`src/sensor_window_timing_map.svh`:
```
// register offsets, field widths, reset values and timing figures
// assumes it is included by the package and by the register bank
`ifndef SENSOR_WINDOW_TIMING_MAP_SVH
`define SENSOR_WINDOW_TIMING_MAP_SVH

`define SWT_ADDR_W 8
`define SWT_DATA_W 16

`define SWT_OFS_HEIGHT 8'h03
`define SWT_OFS_WIDTH 8'h04
`define SWT_OFS_HBLANK 8'h05
`define SWT_OFS_VBLANK 8'h06
`define SWT_OFS_OCTL 8'h07
`define SWT_OFS_SHUT_HI 8'h08
`define SWT_OFS_SHUT_LO 8'h09
`define SWT_OFS_DELAY 8'h0c

`define SWT_HEIGHT_W 11
`define SWT_WIDTH_W 12
`define SWT_HBLANK_W 12
`define SWT_VBLANK_W 11
`define SWT_SHUT_HI_W 4
`define SWT_SHUT_LO_W 16
`define SWT_DELAY_W 13
`define SWT_COL_W 13
`define SWT_ROW_W 12
`define SWT_EXPO_W 33

`define SWT_OCTL_HOLD_BIT 0
`define SWT_OCTL_ENABLE_BIT 1

`define SWT_RST_HEIGHT 11'h797
`define SWT_RST_WIDTH 12'ha1f
`define SWT_RST_HBLANK 12'h000
`define SWT_RST_VBLANK 11'h019
`define SWT_RST_OCTL 16'h1f82
`define SWT_RST_SHUT_HI 4'h0
`define SWT_RST_SHUT_LO 16'h0797
`define SWT_RST_DELAY 13'h0000

`define SWT_VBLANK_MIN 11'h008
`define SWT_HBLANK_MIN 12'h0b0
`define SWT_EXPOSURE_C 16'h00b4

`endif

```
`src/sensor_window_timing_pkg.sv`:
```
// types for the window, blanking and exposure register bank
// assumes the constants header sits in the same folder
`include "sensor_window_timing_map.svh"

package sensor_window_timing_pkg;

  typedef struct packed {
    logic [`SWT_HEIGHT_W-1:0] height;
    logic [`SWT_WIDTH_W-1:0] width;
    logic [`SWT_HBLANK_W-1:0] hblank;
    logic [`SWT_VBLANK_W-1:0] vblank;
    logic [`SWT_SHUT_HI_W-1:0] shut_hi;
    logic [`SWT_SHUT_LO_W-1:0] shut_lo;
    logic [`SWT_DELAY_W-1:0] delay;
  } cfg_t;

  typedef struct packed {
    cfg_t shadow;
    cfg_t active;
    logic [`SWT_DATA_W-1:0] octl;
    logic pend;
    logic bad_pend;
    logic [`SWT_COL_W-1:0] col;
    logic [`SWT_ROW_W-1:0] row;
    logic [`SWT_DATA_W-1:0] rdata;
    logic rvalid;
    logic fval;
    logic lval;
    logic fstart;
    logic bad;
    logic ren;
    logic lowp;
    logic [`SWT_COL_W-1:0] rperiod;
    logic [`SWT_EXPO_W-1:0] expo;
  } state_t;

  localparam cfg_t CFG_RESET = '{
    height: `SWT_RST_HEIGHT,
    width: `SWT_RST_WIDTH,
    hblank: `SWT_RST_HBLANK,
    vblank: `SWT_RST_VBLANK,
    shut_hi: `SWT_RST_SHUT_HI,
    shut_lo: `SWT_RST_SHUT_LO,
    delay: `SWT_RST_DELAY
  };

endpackage

```
`src/sensor_window_timing_regs.sv`:
```
// sensor window size, blanking, exposure and readout enable registers
// assumes the two-wire serial front end hands over decoded register
// reads and writes on clk_i, and that clk_i is also the pixel clock
`timescale 1ns/10ps
`include "sensor_window_timing_map.svh"

module sensor_window_timing_regs
  import sensor_window_timing_pkg::*;
#(
  parameter logic [`SWT_HBLANK_W-1:0] HBLANK_MIN = `SWT_HBLANK_MIN,
  parameter logic [`SWT_VBLANK_W-1:0] VBLANK_MIN = `SWT_VBLANK_MIN,
  parameter logic [15:0] EXPOSURE_C = `SWT_EXPOSURE_C
) (
  input wire logic clk_i,
  input wire logic sys_rst_i,
  input wire logic reg_wr_i,
  input wire logic reg_rd_i,
  input wire logic [`SWT_ADDR_W-1:0] reg_addr_i,
  input wire logic [`SWT_DATA_W-1:0] reg_wdata_i,
  output logic [`SWT_DATA_W-1:0] reg_rdata_o,
  output logic reg_rvalid_o,
  output logic frame_valid_o,
  output logic line_valid_o,
  output logic frame_start_o,
  output logic bad_frame_o,
  output logic readout_en_o,
  output logic low_power_o,
  output logic update_pending_o,
  output logic [`SWT_COL_W-1:0] row_period_o,
  output logic [`SWT_EXPO_W-1:0] exposure_pclk_o
);

  // promote an even height to the next odd value
  function automatic logic [`SWT_HEIGHT_W-1:0] odd_height(
    input logic [`SWT_HEIGHT_W-1:0] v
  );
    odd_height = v | `SWT_HEIGHT_W'(1);
  endfunction

  // promote an even width to the next odd value
  function automatic logic [`SWT_WIDTH_W-1:0] odd_width(
    input logic [`SWT_WIDTH_W-1:0] v
  );
    odd_width = v | `SWT_WIDTH_W'(1);
  endfunction

  // raise a blanking value up to its floor
  function automatic logic [`SWT_HBLANK_W-1:0] floor_at(
    input logic [`SWT_HBLANK_W-1:0] v,
    input logic [`SWT_HBLANK_W-1:0] lo
  );
    floor_at = (v < lo) ? lo : v;
  endfunction

  // registers whose writes wait for a frame boundary
  function automatic logic is_frame_synced(
    input logic [`SWT_ADDR_W-1:0] a
  );
    case (a)
      `SWT_OFS_HEIGHT,
      `SWT_OFS_WIDTH,
      `SWT_OFS_HBLANK,
      `SWT_OFS_VBLANK,
      `SWT_OFS_SHUT_HI,
      `SWT_OFS_SHUT_LO,
      `SWT_OFS_DELAY: begin
        is_frame_synced = 1'b1;
      end
      default: begin
        is_frame_synced = 1'b0;
      end
    endcase
  endfunction

  // registers whose update spoils the frame that first uses it
  function automatic logic is_frame_spoiler(
    input logic [`SWT_ADDR_W-1:0] a
  );
    case (a)
      `SWT_OFS_HEIGHT,
      `SWT_OFS_WIDTH,
      `SWT_OFS_HBLANK: begin
        is_frame_spoiler = 1'b1;
      end
      default: begin
        is_frame_spoiler = 1'b0;
      end
    endcase
  endfunction

  // store a written word into the waiting configuration
  function automatic cfg_t write_cfg(
    input cfg_t c,
    input logic [`SWT_ADDR_W-1:0] a,
    input logic [`SWT_DATA_W-1:0] d
  );
    write_cfg = c;
    case (a)
      `SWT_OFS_HEIGHT: begin
        write_cfg.height = d[`SWT_HEIGHT_W-1:0];
      end
      `SWT_OFS_WIDTH: begin
        write_cfg.width = d[`SWT_WIDTH_W-1:0];
      end
      `SWT_OFS_HBLANK: begin
        write_cfg.hblank = d[`SWT_HBLANK_W-1:0];
      end
      `SWT_OFS_VBLANK: begin
        write_cfg.vblank = d[`SWT_VBLANK_W-1:0];
      end
      `SWT_OFS_SHUT_HI: begin
        write_cfg.shut_hi = d[`SWT_SHUT_HI_W-1:0];
      end
      `SWT_OFS_SHUT_LO: begin
        write_cfg.shut_lo = d[`SWT_SHUT_LO_W-1:0];
      end
      `SWT_OFS_DELAY: begin
        write_cfg.delay = d[`SWT_DELAY_W-1:0];
      end
      default: begin
      end
    endcase
  endfunction

  // read mux over the written values
  function automatic logic [`SWT_DATA_W-1:0] read_word(
    input cfg_t c,
    input logic [`SWT_DATA_W-1:0] octl,
    input logic [`SWT_ADDR_W-1:0] a
  );
    case (a)
      `SWT_OFS_HEIGHT: begin
        read_word = `SWT_DATA_W'(c.height);
      end
      `SWT_OFS_WIDTH: begin
        read_word = `SWT_DATA_W'(c.width);
      end
      `SWT_OFS_HBLANK: begin
        read_word = `SWT_DATA_W'(c.hblank);
      end
      `SWT_OFS_VBLANK: begin
        read_word = `SWT_DATA_W'(c.vblank);
      end
      `SWT_OFS_OCTL: begin
        read_word = octl;
      end
      `SWT_OFS_SHUT_HI: begin
        read_word = `SWT_DATA_W'(c.shut_hi);
      end
      `SWT_OFS_SHUT_LO: begin
        read_word = c.shut_lo;
      end
      `SWT_OFS_DELAY: begin
        read_word = `SWT_DATA_W'(c.delay);
      end
      default: begin
        read_word = '0;
      end
    endcase
  endfunction

  state_t st_ff;
  state_t nxt_st;

  logic [`SWT_ROW_W-1:0] act_rows;
  logic [`SWT_COL_W-1:0] act_cols;
  logic [`SWT_HBLANK_W-1:0] hbl_eff;
  logic [`SWT_VBLANK_W-1:0] vbl_eff;
  logic [`SWT_COL_W-1:0] row_len;
  logic [`SWT_ROW_W-1:0] frame_rows;
  logic [`SWT_SHUT_LO_W-1:0] lo_eff;
  logic [19:0] shutter;
  logic [`SWT_EXPO_W-1:0] product;
  logic [`SWT_EXPO_W:0] expo_diff;
  logic hold;
  logic enable;
  logic boundary;
  logic row_end;
  logic frame_end;
  logic apply_now;
  logic wr_sync;
  logic wr_spoil;

  // derived timing from the applied configuration
  always_comb begin
    // odd promotion of size fields
    act_rows = `SWT_ROW_W'(odd_height(st_ff.active.height)) + `SWT_ROW_W'(1);
    act_cols = `SWT_COL_W'(odd_width(st_ff.active.width)) + `SWT_COL_W'(1);
    hbl_eff = floor_at(st_ff.active.hblank, HBLANK_MIN);
    vbl_eff = `SWT_VBLANK_W'(floor_at(`SWT_HBLANK_W'(st_ff.active.vblank),
                                      `SWT_HBLANK_W'(VBLANK_MIN)));
    row_len = act_cols + `SWT_COL_W'(hbl_eff);
    frame_rows = act_rows + `SWT_ROW_W'(vbl_eff) + `SWT_ROW_W'(1);
    // zero lower shutter acts as one
    lo_eff = (st_ff.active.shut_lo == '0) ? `SWT_SHUT_LO_W'(1) : st_ff.active.shut_lo;
    shutter = {st_ff.active.shut_hi, lo_eff};
    product = `SWT_EXPO_W'(shutter) * `SWT_EXPO_W'(row_len);
    expo_diff = {1'b0, product} - (`SWT_EXPO_W+1)'(st_ff.active.delay)
                - (`SWT_EXPO_W+1)'(EXPOSURE_C);
  end

  always_comb begin
    hold = st_ff.octl[`SWT_OCTL_HOLD_BIT];
    enable = st_ff.octl[`SWT_OCTL_ENABLE_BIT];
    row_end = (st_ff.col == row_len - `SWT_COL_W'(1));
    frame_end = row_end && (st_ff.row == frame_rows - `SWT_ROW_W'(1));
    boundary = frame_end || !enable;
    apply_now = boundary && st_ff.pend && !hold;
    wr_sync = reg_wr_i && is_frame_synced(reg_addr_i);
    wr_spoil = reg_wr_i && is_frame_spoiler(reg_addr_i);
  end

  always_comb begin
    nxt_st = st_ff;
    nxt_st.fstart = 1'b0;
    nxt_st.rvalid = 1'b0;

    if (!enable) begin
      nxt_st.col = '0;
      nxt_st.row = '0;
    end else if (row_end) begin
      nxt_st.col = '0;
      if (frame_end) begin
        nxt_st.row = '0;
        nxt_st.fstart = 1'b1;
      end else begin
        nxt_st.row = st_ff.row + `SWT_ROW_W'(1);
      end
    end else begin
      nxt_st.col = st_ff.col + `SWT_COL_W'(1);
    end

    // released writes still wait for boundary
    if (apply_now) begin
      nxt_st.active = st_ff.shadow;
      nxt_st.pend = 1'b0;
      nxt_st.bad_pend = 1'b0;
    end
    if (frame_end) begin
      nxt_st.bad = apply_now && st_ff.bad_pend;
    end

    // register writes; a write at a boundary re-arms pending
    if (reg_wr_i) begin
      nxt_st.shadow = write_cfg(st_ff.shadow, reg_addr_i, reg_wdata_i);
    end
    if (reg_wr_i && reg_addr_i == `SWT_OFS_OCTL) begin
      nxt_st.octl = reg_wdata_i;
    end
    if (wr_sync) begin
      nxt_st.pend = 1'b1;
    end
    // size and row blanking spoil a frame
    if (wr_spoil) begin
      nxt_st.bad_pend = 1'b1;
    end

    // register reads return the written values
    if (reg_rd_i) begin
      nxt_st.rvalid = 1'b1;
      nxt_st.rdata = read_word(st_ff.shadow, st_ff.octl, reg_addr_i);
    end

    // timing flags for the current pixel
    nxt_st.fval = enable && (st_ff.row < act_rows);
    nxt_st.lval = enable && (st_ff.row < act_rows) && (st_ff.col < act_cols);
    nxt_st.ren = enable;
    nxt_st.lowp = !enable;
    nxt_st.rperiod = row_len;
    // clamp a negative result at zero
    nxt_st.expo = expo_diff[`SWT_EXPO_W] ? '0 : expo_diff[`SWT_EXPO_W-1:0];
  end

  // one register holds all state
  always_ff @(posedge clk_i) begin
    if (sys_rst_i) begin
      st_ff <= '{
        shadow: CFG_RESET,
        active: CFG_RESET,
        octl: `SWT_RST_OCTL,
        default: '0
      };
    end else begin
      st_ff <= nxt_st;
    end
  end

  assign reg_rdata_o = st_ff.rdata;
  assign reg_rvalid_o = st_ff.rvalid;
  assign frame_valid_o = st_ff.fval;
  assign line_valid_o = st_ff.lval;
  assign frame_start_o = st_ff.fstart;
  assign bad_frame_o = st_ff.bad;
  assign readout_en_o = st_ff.ren;
  assign low_power_o = st_ff.lowp;
  assign update_pending_o = st_ff.pend;
  assign row_period_o = st_ff.rperiod;
  assign exposure_pclk_o = st_ff.expo;

endmodule

```
`config.mk`:
```
export PLATFORM = sky130hd
export DESIGN_NAME = sensor_window_timing_regs
export DESIGN_NICKNAME = d
export VERILOG_FILES = /design/src/sensor_window_timing_pkg.sv /design/src/sensor_window_timing_regs.sv
export VERILOG_INCLUDE_DIRS = /design/src
export SDC_FILE = /design/constraint.sdc
export NUM_CORES = 1
export LEC_CHECK = 0
export ABC_AREA = 1
export BUFFER_PORTS_ARGS = -buffer_cell sky130_fd_sc_hd__buf_4
export CAP_MARGIN = 30
export CORE_UTILIZATION = 59
export CTS_BUF_LIST = sky130_fd_sc_hd__clkbuf_2 sky130_fd_sc_hd__clkbuf_4 sky130_fd_sc_hd__clkbuf_8
export DETAILED_ROUTE_END_ITERATION = 8
export PLACE_DENSITY = 0.77
export SYNTH_ARGS = -nofsm -noshare
export SYNTH_HDL_FRONTEND = slang
export SYNTH_SLANG_ARGS = --single-unit
```
`constraint.sdc`:
```
create_clock -name clk_i -period 7.2 [get_ports clk_i]
set_clock_uncertainty 0.2 [all_clocks]
set_input_delay 0.72 -clock clk_i [delete_from_list [all_inputs] [get_ports clk_i]]
set_output_delay 0.72 -clock clk_i [all_outputs]
set_load 0.03 [all_outputs]
```
==> results of run 1 <==
cell families after synthesis:
family                   Yosys count
AO/OA/AOI/OAI                    398
XOR/XNOR                          60
adder cells (fa/ha/maj)          376
buffers and inverters            732
flip-flops                       268
AND/OR/NAND/NOR                 1164
cell usage in the layout (no fill, tap or decap), types with 7 or more instances in the layout:
cell type,count
nand2_1,598
inv_1,511
buf_4,331
dfxtp_1,260
fa_1,208
nand3_1,194
a21oi_1,183
nor2_1,170
ha_1,130
o21ai_0,72
nand2_2,52
clkbuf_8,50
xor2_1,39
o211ai_1,39
nor3_1,26
ha_4,25
a21oi_2,23
inv_2,23
nor2_4,22
nand4_1,20
nor2_2,19
clkbuf_4,19
nand2_4,16
buf_12,15
xnor2_1,14
nand3_2,13
a221oi_1,13
buf_6,13
o22ai_1,12
fa_2,11
clkinv_1,10
a211oi_1,10
nor4_1,7
worst max-delay path, delay by kind of cell, from the launching register on:
family	cells	cell delay, ps
compound gates	7	1070
fa+ha+maj	8	3530
buf+inv	9	1020
flops	1	350
simple gates	11	1520
power breakdown:
group          switching (mW)  internal [mW]
Sequential            0.00644           1.49
Clock                   0.648          0.814
Combinational          0.0901         0.0484
Total                   0.744           2.36
final cells by class:
type                    count  area [um^2]  area share [%]
multi-input cells        1998        15200            55.7
flip-flops and latches    268         5380            19.7
repair buffers            364         3060            11.2
inverters                 547         2060            7.54
clock buffers              69          831            3.04
well taps                 511          639            2.34
clock inverters             9          128           0.467
worst max-delay path by stage:
stage                                     endpoint  slack [ps]  cells past startpoint
floorplan           exposure_pclk_o[30]$_SDFF_PP0_          20                     40
global placement    exposure_pclk_o[32]$_SDFF_PP0_        -220                     40
detailed placement  exposure_pclk_o[32]$_SDFF_PP0_        -470                     40
CTS                 exposure_pclk_o[20]$_SDFF_PP0_         -60                     39
global route        exposure_pclk_o[31]$_SDFF_PP0_        -870                     35
finish              exposure_pclk_o[22]$_SDFF_PP0_        -570                     35
flip-flops by register name (all words and copies together), names as in the netlist, 4 cells and up:
signal	flops
st_ff	192
exposure_pclk_o	33
reg_rdata_o	16
row_period_o	13
shutter	4
repair_timing:
action	4_1_cts	5_1_grt
pin swaps	90	91
gates resized for setup	164	125
gates cloned	6	0
setup buffers	34	25
setup endpoints to repair	33	33
metal layers:
metal	track usage (%)	vias up	wire, um
li1	-	9793	-
met1	44.1	10000	27300
met2	58.2	1082	32500
met3	5.89	285	5810
met4	17.4	2	4100
met5	0	-	19
through the flow:
| step | hold WS, ps | setup WS [ps] | std cells |
|---|---|---|---|
| 2_1_floorplan | 229 | 19.9 | 2998 |
| 3_3_place_gp | 242 | -221 | 3623 |
| 3_5_place_dp | 245 | -474 | 3624 |
| 4_1_cts | 87.2 | -64.8 | 3742 |
| 5_1_grt | 127 | -873 | 3766 |
| 6_report | 97.9 | -566 | 3766 |
==> impl_metrics.yaml, run 1 <==
floorplanning:
  ios: 98
  design.core.area_um2: 37600
  start_util_pct: 59.7
  rows: 71
  die_h_um: 197
  die_w_um: 197
  dieArea_um2: 38800
clock_network:
  clockRootBuffer: "clkbuf_8"
  cts_tree: "done"
  clk_latency_ps: 650
  clkSlewWorstSetupHoldPaths_ps: 60
  clock-sinks: 268
  h-tree-depth: 2
  cts.hold.buffers_added: 0
  cts_buffers: 45
  clockBufferDepth: 3
worst_setup_path:
  cp_slowest_stage_delay_ps: 530
  endpoint_kind: "flop"
  path_class: "flop to flop"
  worst_ep_arrival_time_ps: 8120
  worstPathMaxFanout: 6
  crit_slowest_cell: "fa_1"
  reg2reg_to: "exposure_pclk_o[22]$_SDFF_PP0_"
  cp-start-kind: "flop"
  reg2reg_slack_ps: -570
  r2r_start: "st_ff[174]$_SDFFE_PP0P_"
  cpMostUsedCell: "fa_1"
  cp.required_ps: 7550
  cp-startpoint: "st_ff[174]$_SDFFE_PP0P_"
  ff2ff_path_depth: 35
yosys:
  synth_area_per_cell_um2: 7.48
  syn_area_um2: 22400
  yosysSeqAreaShare_pct: 23.9
  synth-simple-area-share_pct: 21.8
  yosys.area.top_type: "dfxtp_1"
  synth_top_area_share_pct: 23.9
  async_reset_ff_share_pct: 0
  yosysWarnings: 0
  synth_compound_area_share_pct: 10.1
  synth_top_family_by_area: "adder cells"
  synth_edf_count: 0
  synth_cell_type_count: 48
  syn_inst: 2998
  ys_seq_elements: 268
  yosysMostFrequentCell: "nand2_1"
  ys_top_cells_by_area: "dfxtp_1 24%, fa_1 20%, nand2_1 11%"
  synth_ff_type: "dfxtp_1"
  synth_xor_area_share_pct: 2.34
  synthAdderAreaFrac_pct: 28.3
  syn_nets: 3402
  synthMuxAreaShare_pct: 0
  synth_commonest_cells: "650 x nand2_1, 534 x inv_1, 268 x dfxtp_1"
placed_design:
  placed_area_um2: 24500
  gp_congestion: 0.934
  io_buffers: 97
  dp_hpwl_mm: 49.9
power_and_ir_drop:
  power.density_nw_per_um2: 113
  vdd_drop_max_v: 0.000151
  leakage_nw: 13.0
  power_mw: 3.10
run_status:
  status: "finished with violations"
  failed_checks: "setup timing"
sta:
  clock.fmax_mhz: 129
  tightest_slew_ps: 1040
  hold_viol_final: 0
  finalSetupTns_ps: -16950
  period_needed_ps: 7770
  slew_viol_final: 0
  setup_slack_ps: -566
  min_period_over_period_pct: 108
  rsz0062_at_grt: "yes"
  setup_viol: 33
  timing.slew.headroom_pct: 30.4
global_routing:
  grt_pass1_vias: 20900
  grt_usage_pct: 35.0
  grt_start_max_net_pins: 111
  antenna_found_initial: 2
  grt_overflow: 0
  grt_pass1_wl_mm: 107
cells_and_area:
  nFillCells: 2778
  syn_to_final_growth_pct: 21.8
  final_nets: 3628
  drive_above_1_share_pct: 21.6
  antennaDiodeCount: 0
  final_area_um2: 27300
  fin_util_pct: 72.7
route:
  postRouteAntennaNets: 0
  via_per_inst: 5.63
  wl_mm: 69.7
  drcViolationCount: 0
  firstDrtPassIters: 6
  vias: 21200
  wl_per_cell_um: 18.5
  dr.first_iter.drc_count: 1747
min_path:
  min_to: "st_ff[108]$_SDFFE_PP1P_"
  min_path_type: "input pin to flop"
  min_path_cells: 3
  min-delay-start: "reg_wdata_i[12]"
run:
  drv_cap: 0
Power figures use the tool's default switching activity.
==> run 2, diff against run 1 <==
- ABC_AREA: 1 -> 0
- CELL_PAD_IN_SITES_DETAIL_PLACEMENT: unset -> 1
- CELL_PAD_IN_SITES_GLOBAL_PLACEMENT: unset -> 1
- CORE_UTILIZATION: 59 -> 45
==> run 2 against run 1 <==
The run still ends with setup timing left. Fmax is 9.9% lower. Synthesized area shrank 0.25%. Critical path type unchanged. Highest routed layer is now met4. Utilization shrank 18 points. Non-clock buffer count is 11 higher. Register-to-register slack worse by 850 ps. Critical path depth is 1 lower. Synthesized cell count fell by 11%. Critical endpoint is now exposure_pclk_o[20]$_SDFF_PP0_. Power up 4.7%. Global-route usage down 5.4 points.
==> impl_metrics.yaml, run 2 <==
yosys:
  synth_cell_type_count: 90
  syn_area_um2: 22400
  synthMuxAreaShare_pct: 2.25
  synth_area_per_cell_um2: 8.41
  yosysWarnings: 0
  synth_xor_area_share_pct: 4.07
  synth-simple-area-share_pct: 19.3
  yosys.area.top_type: "dfxtp_1"
  synth_commonest_cells: "410 x nand2_1, 316 x inv_1, 268 x dfxtp_1"
  synth_ff_type: "dfxtp_1"
  synthAdderAreaFrac_pct: 28.4
  yosysMostFrequentCell: "nand2_1"
  async_reset_ff_share_pct: 0
  synth_top_family_by_area: "adder cells"
  ys_seq_elements: 268
  syn_nets: 3065
  ys_top_cells_by_area: "dfxtp_1 24%, fa_1 20%, ha_1 8.8%"
  syn_inst: 2661
  yosysSeqAreaShare_pct: 24.0
  synth_top_area_share_pct: 24.0
  synth_compound_area_share_pct: 11.7
  synth_edf_count: 0
power_and_ir_drop:
  switching_power_mw: 0.798
  pwr-share-comb_pct: 4.8
  power.density_nw_per_um2: 121
  p_clk_share_pct: 49.1
  internal-power_mw: 2.45
  leakage_nw: 11.9
  p_sw_share_pct: 24.6
  vdd_drop_max_v: 0.000138
  power_mw: 3.25
  p_seq_share_pct: 46.2
cells_and_area:
  multi_input_area_um2: 15300
  antennaDiodeCount: 0
  final_nets: 3275
  largest_reg_flops: 192
  layout.cells.non_filler: 3571
  fin_util_pct: 54.9
  syn_to_final_growth_pct: 20.1
  final_cell_mix: "401 x nand2_1, 351 x buf_4, 312 x inv_1"
  regMostFlops: "st_ff"
  drive_above_1_share_pct: 21.7
  final_common_cell: "nand2_1"
  seqCellArea_um2: 5380
  nFillCells: 5754
global_routing:
  grt_start_max_net_pins: 90
  grt_overflow: 0
  grt_usage_pct: 29.6
  antenna_found_initial: 1
  grt_pass1_vias: 21500
  grt_pass1_wl_mm: 117
route:
  firstDrtPassIters: 5
  postRouteAntennaNets: 0
  vias: 19800
  wl_per_cell_um: 20.9
  drcViolationCount: 0
  via_per_inst: 5.54
  wl_mm: 74.6
  dr.first_iter.drc_count: 1154
clock_network:
  clockBufferDepth: 3
  clockRootBuffer: "clkbuf_8"
  h-tree-depth: 2
  clk_latency_ps: 660
  clock-sinks: 268
  cts_buffers: 49
  cts.hold.buffers_added: 0
  cts_tree: "done"
  clkSlewWorstSetupHoldPaths_ps: 70
sta:
  clock.fmax_mhz: 116
  rsz0062_at_grt: "yes"
  period_needed_ps: 8620
  min_period_over_period_pct: 120
  tightest_slew_ps: 1020
  setup_viol: 33
  setup_slack_ps: -1420
  hold_viol_final: 0
  timing.slew.headroom_pct: 31.3
  slew_viol_final: 0
  whs_ps: 147
floorplanning:
  rows: 81
  design.core.area_um2: 49000
  ios: 98
  dieArea_um2: 50600
  start_util_pct: 45.7
  die_w_um: 225
  die_h_um: 225
placed_design:
  dp.cells: 3452
  dp_hpwl_mm: 56.4
  io_buffers: 97
  gp_congestion: 0.897
worst_setup_path:
  reg2reg_to: "exposure_pclk_o[20]$_SDFF_PP0_"
  path_class: "flop to flop"
  crit_slowest_cell: "fa_1"
  worst_ep_arrival_time_ps: 8960
  endpoint_kind: "flop"
  worstPathMaxFanout: 10
  ff2ff_path_depth: 34
  cpMostUsedCell: "fa_1"
  cp.required_ps: 7540
  cp-start-kind: "flop"
  reg2reg_slack_ps: -1420
  cp_slowest_stage_delay_ps: 570
  r2r_start: "st_ff[173]$_SDFFE_PP0P_"
min_path:
  min_path_type: "input pin to flop"
  min_to: "st_ff[203]$_SDFFE_PP0P_"
  min_path_cells: 3
  min-delay-start: "reg_wdata_i[12]"
run_status:
  status: "finished with violations"
  failed_checks: "setup timing"
run:
  drv_cap: 0
## run 2: worst max-delay path: cells and delay by family, from the launching register on
family                     cells  cell delay [ps]
AOI/OAI and AO/OA              9             1900
xor gates and xnor gates       2              370
adders and majority gates      8             3490
buffers and inverters          7              820
DFF                            1              340
muxes                          1              320
and+or+nand+nor                7             1030
## run 2: how the worst max path moves through the flow
| stage | from | to | slack, ps |
|---|---|---|---|
| 2_1_floorplan | st_ff[166]$_SDFFE_PP0P_ | exposure_pclk_o[7]$_SDFF_PP0_ | -1240 |
| 3_3_place_gp | st_ff[161]$_SDFFE_PP0P_ | exposure_pclk_o[27]$_SDFF_PP0_ | -1410 |
| 3_5_place_dp | st_ff[166]$_SDFFE_PP0P_ | exposure_pclk_o[31]$_SDFF_PP0_ | -1800 |
| 4_1_cts | st_ff[173]$_SDFFE_PP0P_ | exposure_pclk_o[14]$_SDFF_PP0_ | -1290 |
| 5_1_grt | st_ff[173]$_SDFFE_PP0P_ | exposure_pclk_o[24]$_SDFF_PP0_ | -1770 |
| 6_report | st_ff[173]$_SDFFE_PP0P_ | exposure_pclk_o[20]$_SDFF_PP0_ | -1420 |
## run 2: cell families (layout without fill, tap and decap cells)
| family | after synthesis | in the layout |
|---|---|---|
| simple gates | 925 | 925 |
| buf+inv | 534 | 780 |
| compound gates | 423 | 423 |
| fa+ha+maj | 376 | 376 |
| flops | 268 | 268 |
| xor+xnor | 99 | 99 |
| mux | 36 | 36 |
## run 2: cell type report
cell class,count,share of cell area [%]
Multi-Input combinational cell,1859,57.1
Clock inverter,7,0.298
Inverter,318,4.44
Tap cell,664,3.09
Timing Repair Buffer,375,11.4
Sequential cell,268,20.0
Clock buffer,80,3.66
## run 2: power groups by stage
| stage | logic (mW) | registers [mW] | clock network (mW) |
|---|---|---|---|
| 2_1_floorplan | 0.0861 | 1.53 | 0 |
| 3_3_place_gp | 0.135 | 1.53 | 0 |
| 3_5_place_dp | 0.138 | 1.53 | 0 |
| 4_1_cts | 0.147 | 1.50 | 1.63 |
| 5_1_grt | 0.163 | 1.50 | 1.69 |
| 6_report | 0.154 | 1.50 | 1.59 |
## run 2: stage by stage
stage | setup WS (ps) | TNS [ps] | instance area, um^2
4_1_cts | -1290 | -41880 | 26600
6_report | -1420 | -45870 | 26900
3_5_place_dp | -1800 | -53600 | 25000
5_1_grt | -1770 | -56960 | 26900
3_3_place_gp | -1410 | -45750 | 25000
2_1_floorplan | -1240 | -39990 | 22700
## run 2: per-layer routing
layer | GRT usage, % | up-vias | wire [um]
met1 | 38.1 | 10100 | 32200
met3 | 3.27 | 156 | 3320
met2 | 51.7 | 544 | 36700
met5 | 0 | - | 0
met4 | 9.98 | 0 | 2370
li1 | - | 9028 | -
## run 2: what timing repair did
action | CTS | global route
gates cloned | 2 | 2
pin swaps | 40 | 16
resized for setup | 60 | 50
setup buffers | 20 | 7
hold endpoints to repair | 0 | 0
setup endpoints to repair | 33 | 33
==> run 3, diff against run 2 <==
- BUFFER_PORTS_ARGS: -buffer_cell sky130_fd_sc_hd__buf_4 -> unset
- CORE_UTILIZATION: 45 -> 46
- DONT_BUFFER_PORTS: unset -> 1
- PLACE_DENSITY: 0.77 -> 0.76
==> run 3 against run 2 <==
Routed wire length grew 3.6%. Critical path depth increased by 1. The flow still finishes with violations (setup timing). Largest cell class unchanged. Combinational power is 32% lower. Sequential cell count is the same. Largest power group is now sequential cells. Utilization decreased by 0.45 points. Clock power shrank 6%. Count of clock-buffer cells in the layout decreased by 7. Worst hold slack got worse by 130 ps. Global-route usage grew 1.1 points. Fmax is 0.81% lower. Design area decreased by 3.1%.
==> impl_metrics.yaml, run 3 (synthesized netlist as in run 2, its figures left out) <==
worst_setup_path:
  endpoint_kind: "flop"
  cpMostUsedCell: "fa_1"
  cp-start-kind: "flop"
  worstPathMaxFanout: 4
  path_class: "flop to flop"
  cp_slowest_stage_delay_ps: 560
  crit_slowest_cell: "fa_1"
  cp.required_ps: 7530
  worst_ep_arrival_time_ps: 9020
global_routing:
  grt_start_max_net_pins: 140
  antenna_found_initial: 4
  grt_overflow: 0
  grt_usage_pct: 30.7
  grt_pass1_wl_mm: 118
  grt_pass1_vias: 21200
route:
  postRouteAntennaNets: 0
  firstDrtPassIters: 5
  wl_mm: 77.2
  vias: 19600
  dr.first_iter.drc_count: 1250
  drcViolationCount: 0
  via_per_inst: 5.71
  wl_per_cell_um: 22.5
sta:
  timing.slew.headroom_pct: 44.6
  finalSetupTns_ps: -47860
  hold_viol_final: 0
  setup_viol: 33
  tightest_slew_ps: 831
  min_period_over_period_pct: 121
  clock.fmax_mhz: 115
  slew_viol_final: 0
  whs_ps: 14.9
  setup_slack_ps: -1490
  period_needed_ps: 8690
  rsz0062_at_grt: "yes"
power_and_ir_drop:
  vdd_drop_max_v: 0.000143
  pwr-share-comb_pct: 3.3
  internal-power_mw: 2.36
  p_seq_share_pct: 48.6
  p_clk_share_pct: 48.0
  power_mw: 3.12
  p_sw_share_pct: 24.4
  switching_power_mw: 0.761
  leakage_nw: 11.3
  power.density_nw_per_um2: 120
clock_network:
  h-tree-depth: 2
  cts_buffers: 48
  clk_latency_ps: 650
  clock-sinks: 268
  clkSlewWorstSetupHoldPaths_ps: 60
  cts_tree: "done"
  clockBufferDepth: 3
  clockRootBuffer: "clkbuf_8"
floorplanning:
  dieArea_um2: 49500
  rows: 80
  ios: 98
  design.core.area_um2: 47800
  die_h_um: 223
  die_w_um: 223
  start_util_pct: 46.8
cells_and_area:
  layout.cells.non_filler: 3432
  final_area_um2: 26000
  fin_util_pct: 54.4
  regMostFlops: "st_ff"
  syn_to_final_growth_pct: 16.4
  final_nets: 3190
  final_common_cell: "nand2_1"
  final_cell_mix: "400 x nand2_1, 308 x inv_1, 260 x dfxtp_1"
  largest_reg_flops: 192
  drive_above_1_share_pct: 18.4
placed_design:
  gp_congestion: 0.921
  dp.cells: 3297
  dp_hpwl_mm: 56.1
  io_buffers: 0
  dp_worst_setup_slack_ps: -1860
  placed_area_um2: 24100
min_path:
  min_path_type: "input pin to flop"
run_status:
  status: "finished with violations"
  failed_checks: "setup timing"
run:
  drv_cap: 0
==> run 3: cell count changes in the layout (fill, tap and decap cells not counted), sizes merged <==
cell	change
buf	-102
clkbuf	-5
diode	+1
dlygate4sd3	+16
==> run 3: area by class of cell <==
type | instances | area [um^2]
inverters | 318 | 1190
clock inverters | 7 | 80.1
fillers | 5634 | 21800
flip-flops and latches | 268 | 5380
clock buffers | 73 | 892
well taps | 615 | 769
repair buffers | 291 | 2440
multi-input cells | 1859 | 15300
diodes | 1 | 2.50
==> run 3: final timing paths <==
check,slack [ps],from,depth (start not counted),end
max,-1490,st_ff[172]$_SDFFE_PP1P_,35,exposure_pclk_o[13]$_SDFF_PP0_
min,10,reg_wdata_i[7],2,st_ff[103]$_SDFFE_PP1P_
max reg2reg,-1490,st_ff[172]$_SDFFE_PP1P_,35,exposure_pclk_o[13]$_SDFF_PP0_
min reg2reg,270,st_ff[100]$_SDFFE_PP0P_,2,st_ff[100]$_SDFFE_PP0P_
==> run 3: routing by layer <==
layer / track usage, % / wire [um]
met4: 11.4 / 2850
met3: 6.16 / 5060
met1: 39.3 / 32200
met2: 51.1 / 37100
met5: 0 / 0
==> run 3: repair_timing <==
item                                    in CTS  in global routing
endpoints found under the setup margin      33                 33
hold buffers                                17                  0
hold endpoints to repair                   152                  0
pin swaps                                   23                 51
setup buffers                               10                 21
gates cloned                                 3                  3
resized for setup                           32                 69
==> run 3: worst max-delay path: cells and delay by family, from the launching register on <==
family | cells | cell delay (ps)
adders and majority gates | 8 | 3450
AOI/OAI and AO/OA | 10 | 2030
and+or+nand+nor | 8 | 1140
buffers and inverters | 6 | 620
xor gates and xnor gates | 2 | 430
muxes | 1 | 350
DFF | 1 | 320
==> run 3: power by group through the flow <==
stage / combinational (mW) / sequential [mW] / clock, mW
floorplan: 0.0861 / 1.53 / 0
global placement: 0.0625 / 1.55 / 0
detailed placement: 0.0648 / 1.55 / 0
CTS: 0.0992 / 1.52 / 1.53
global route: 0.111 / 1.52 / 1.59
finish: 0.104 / 1.52 / 1.50
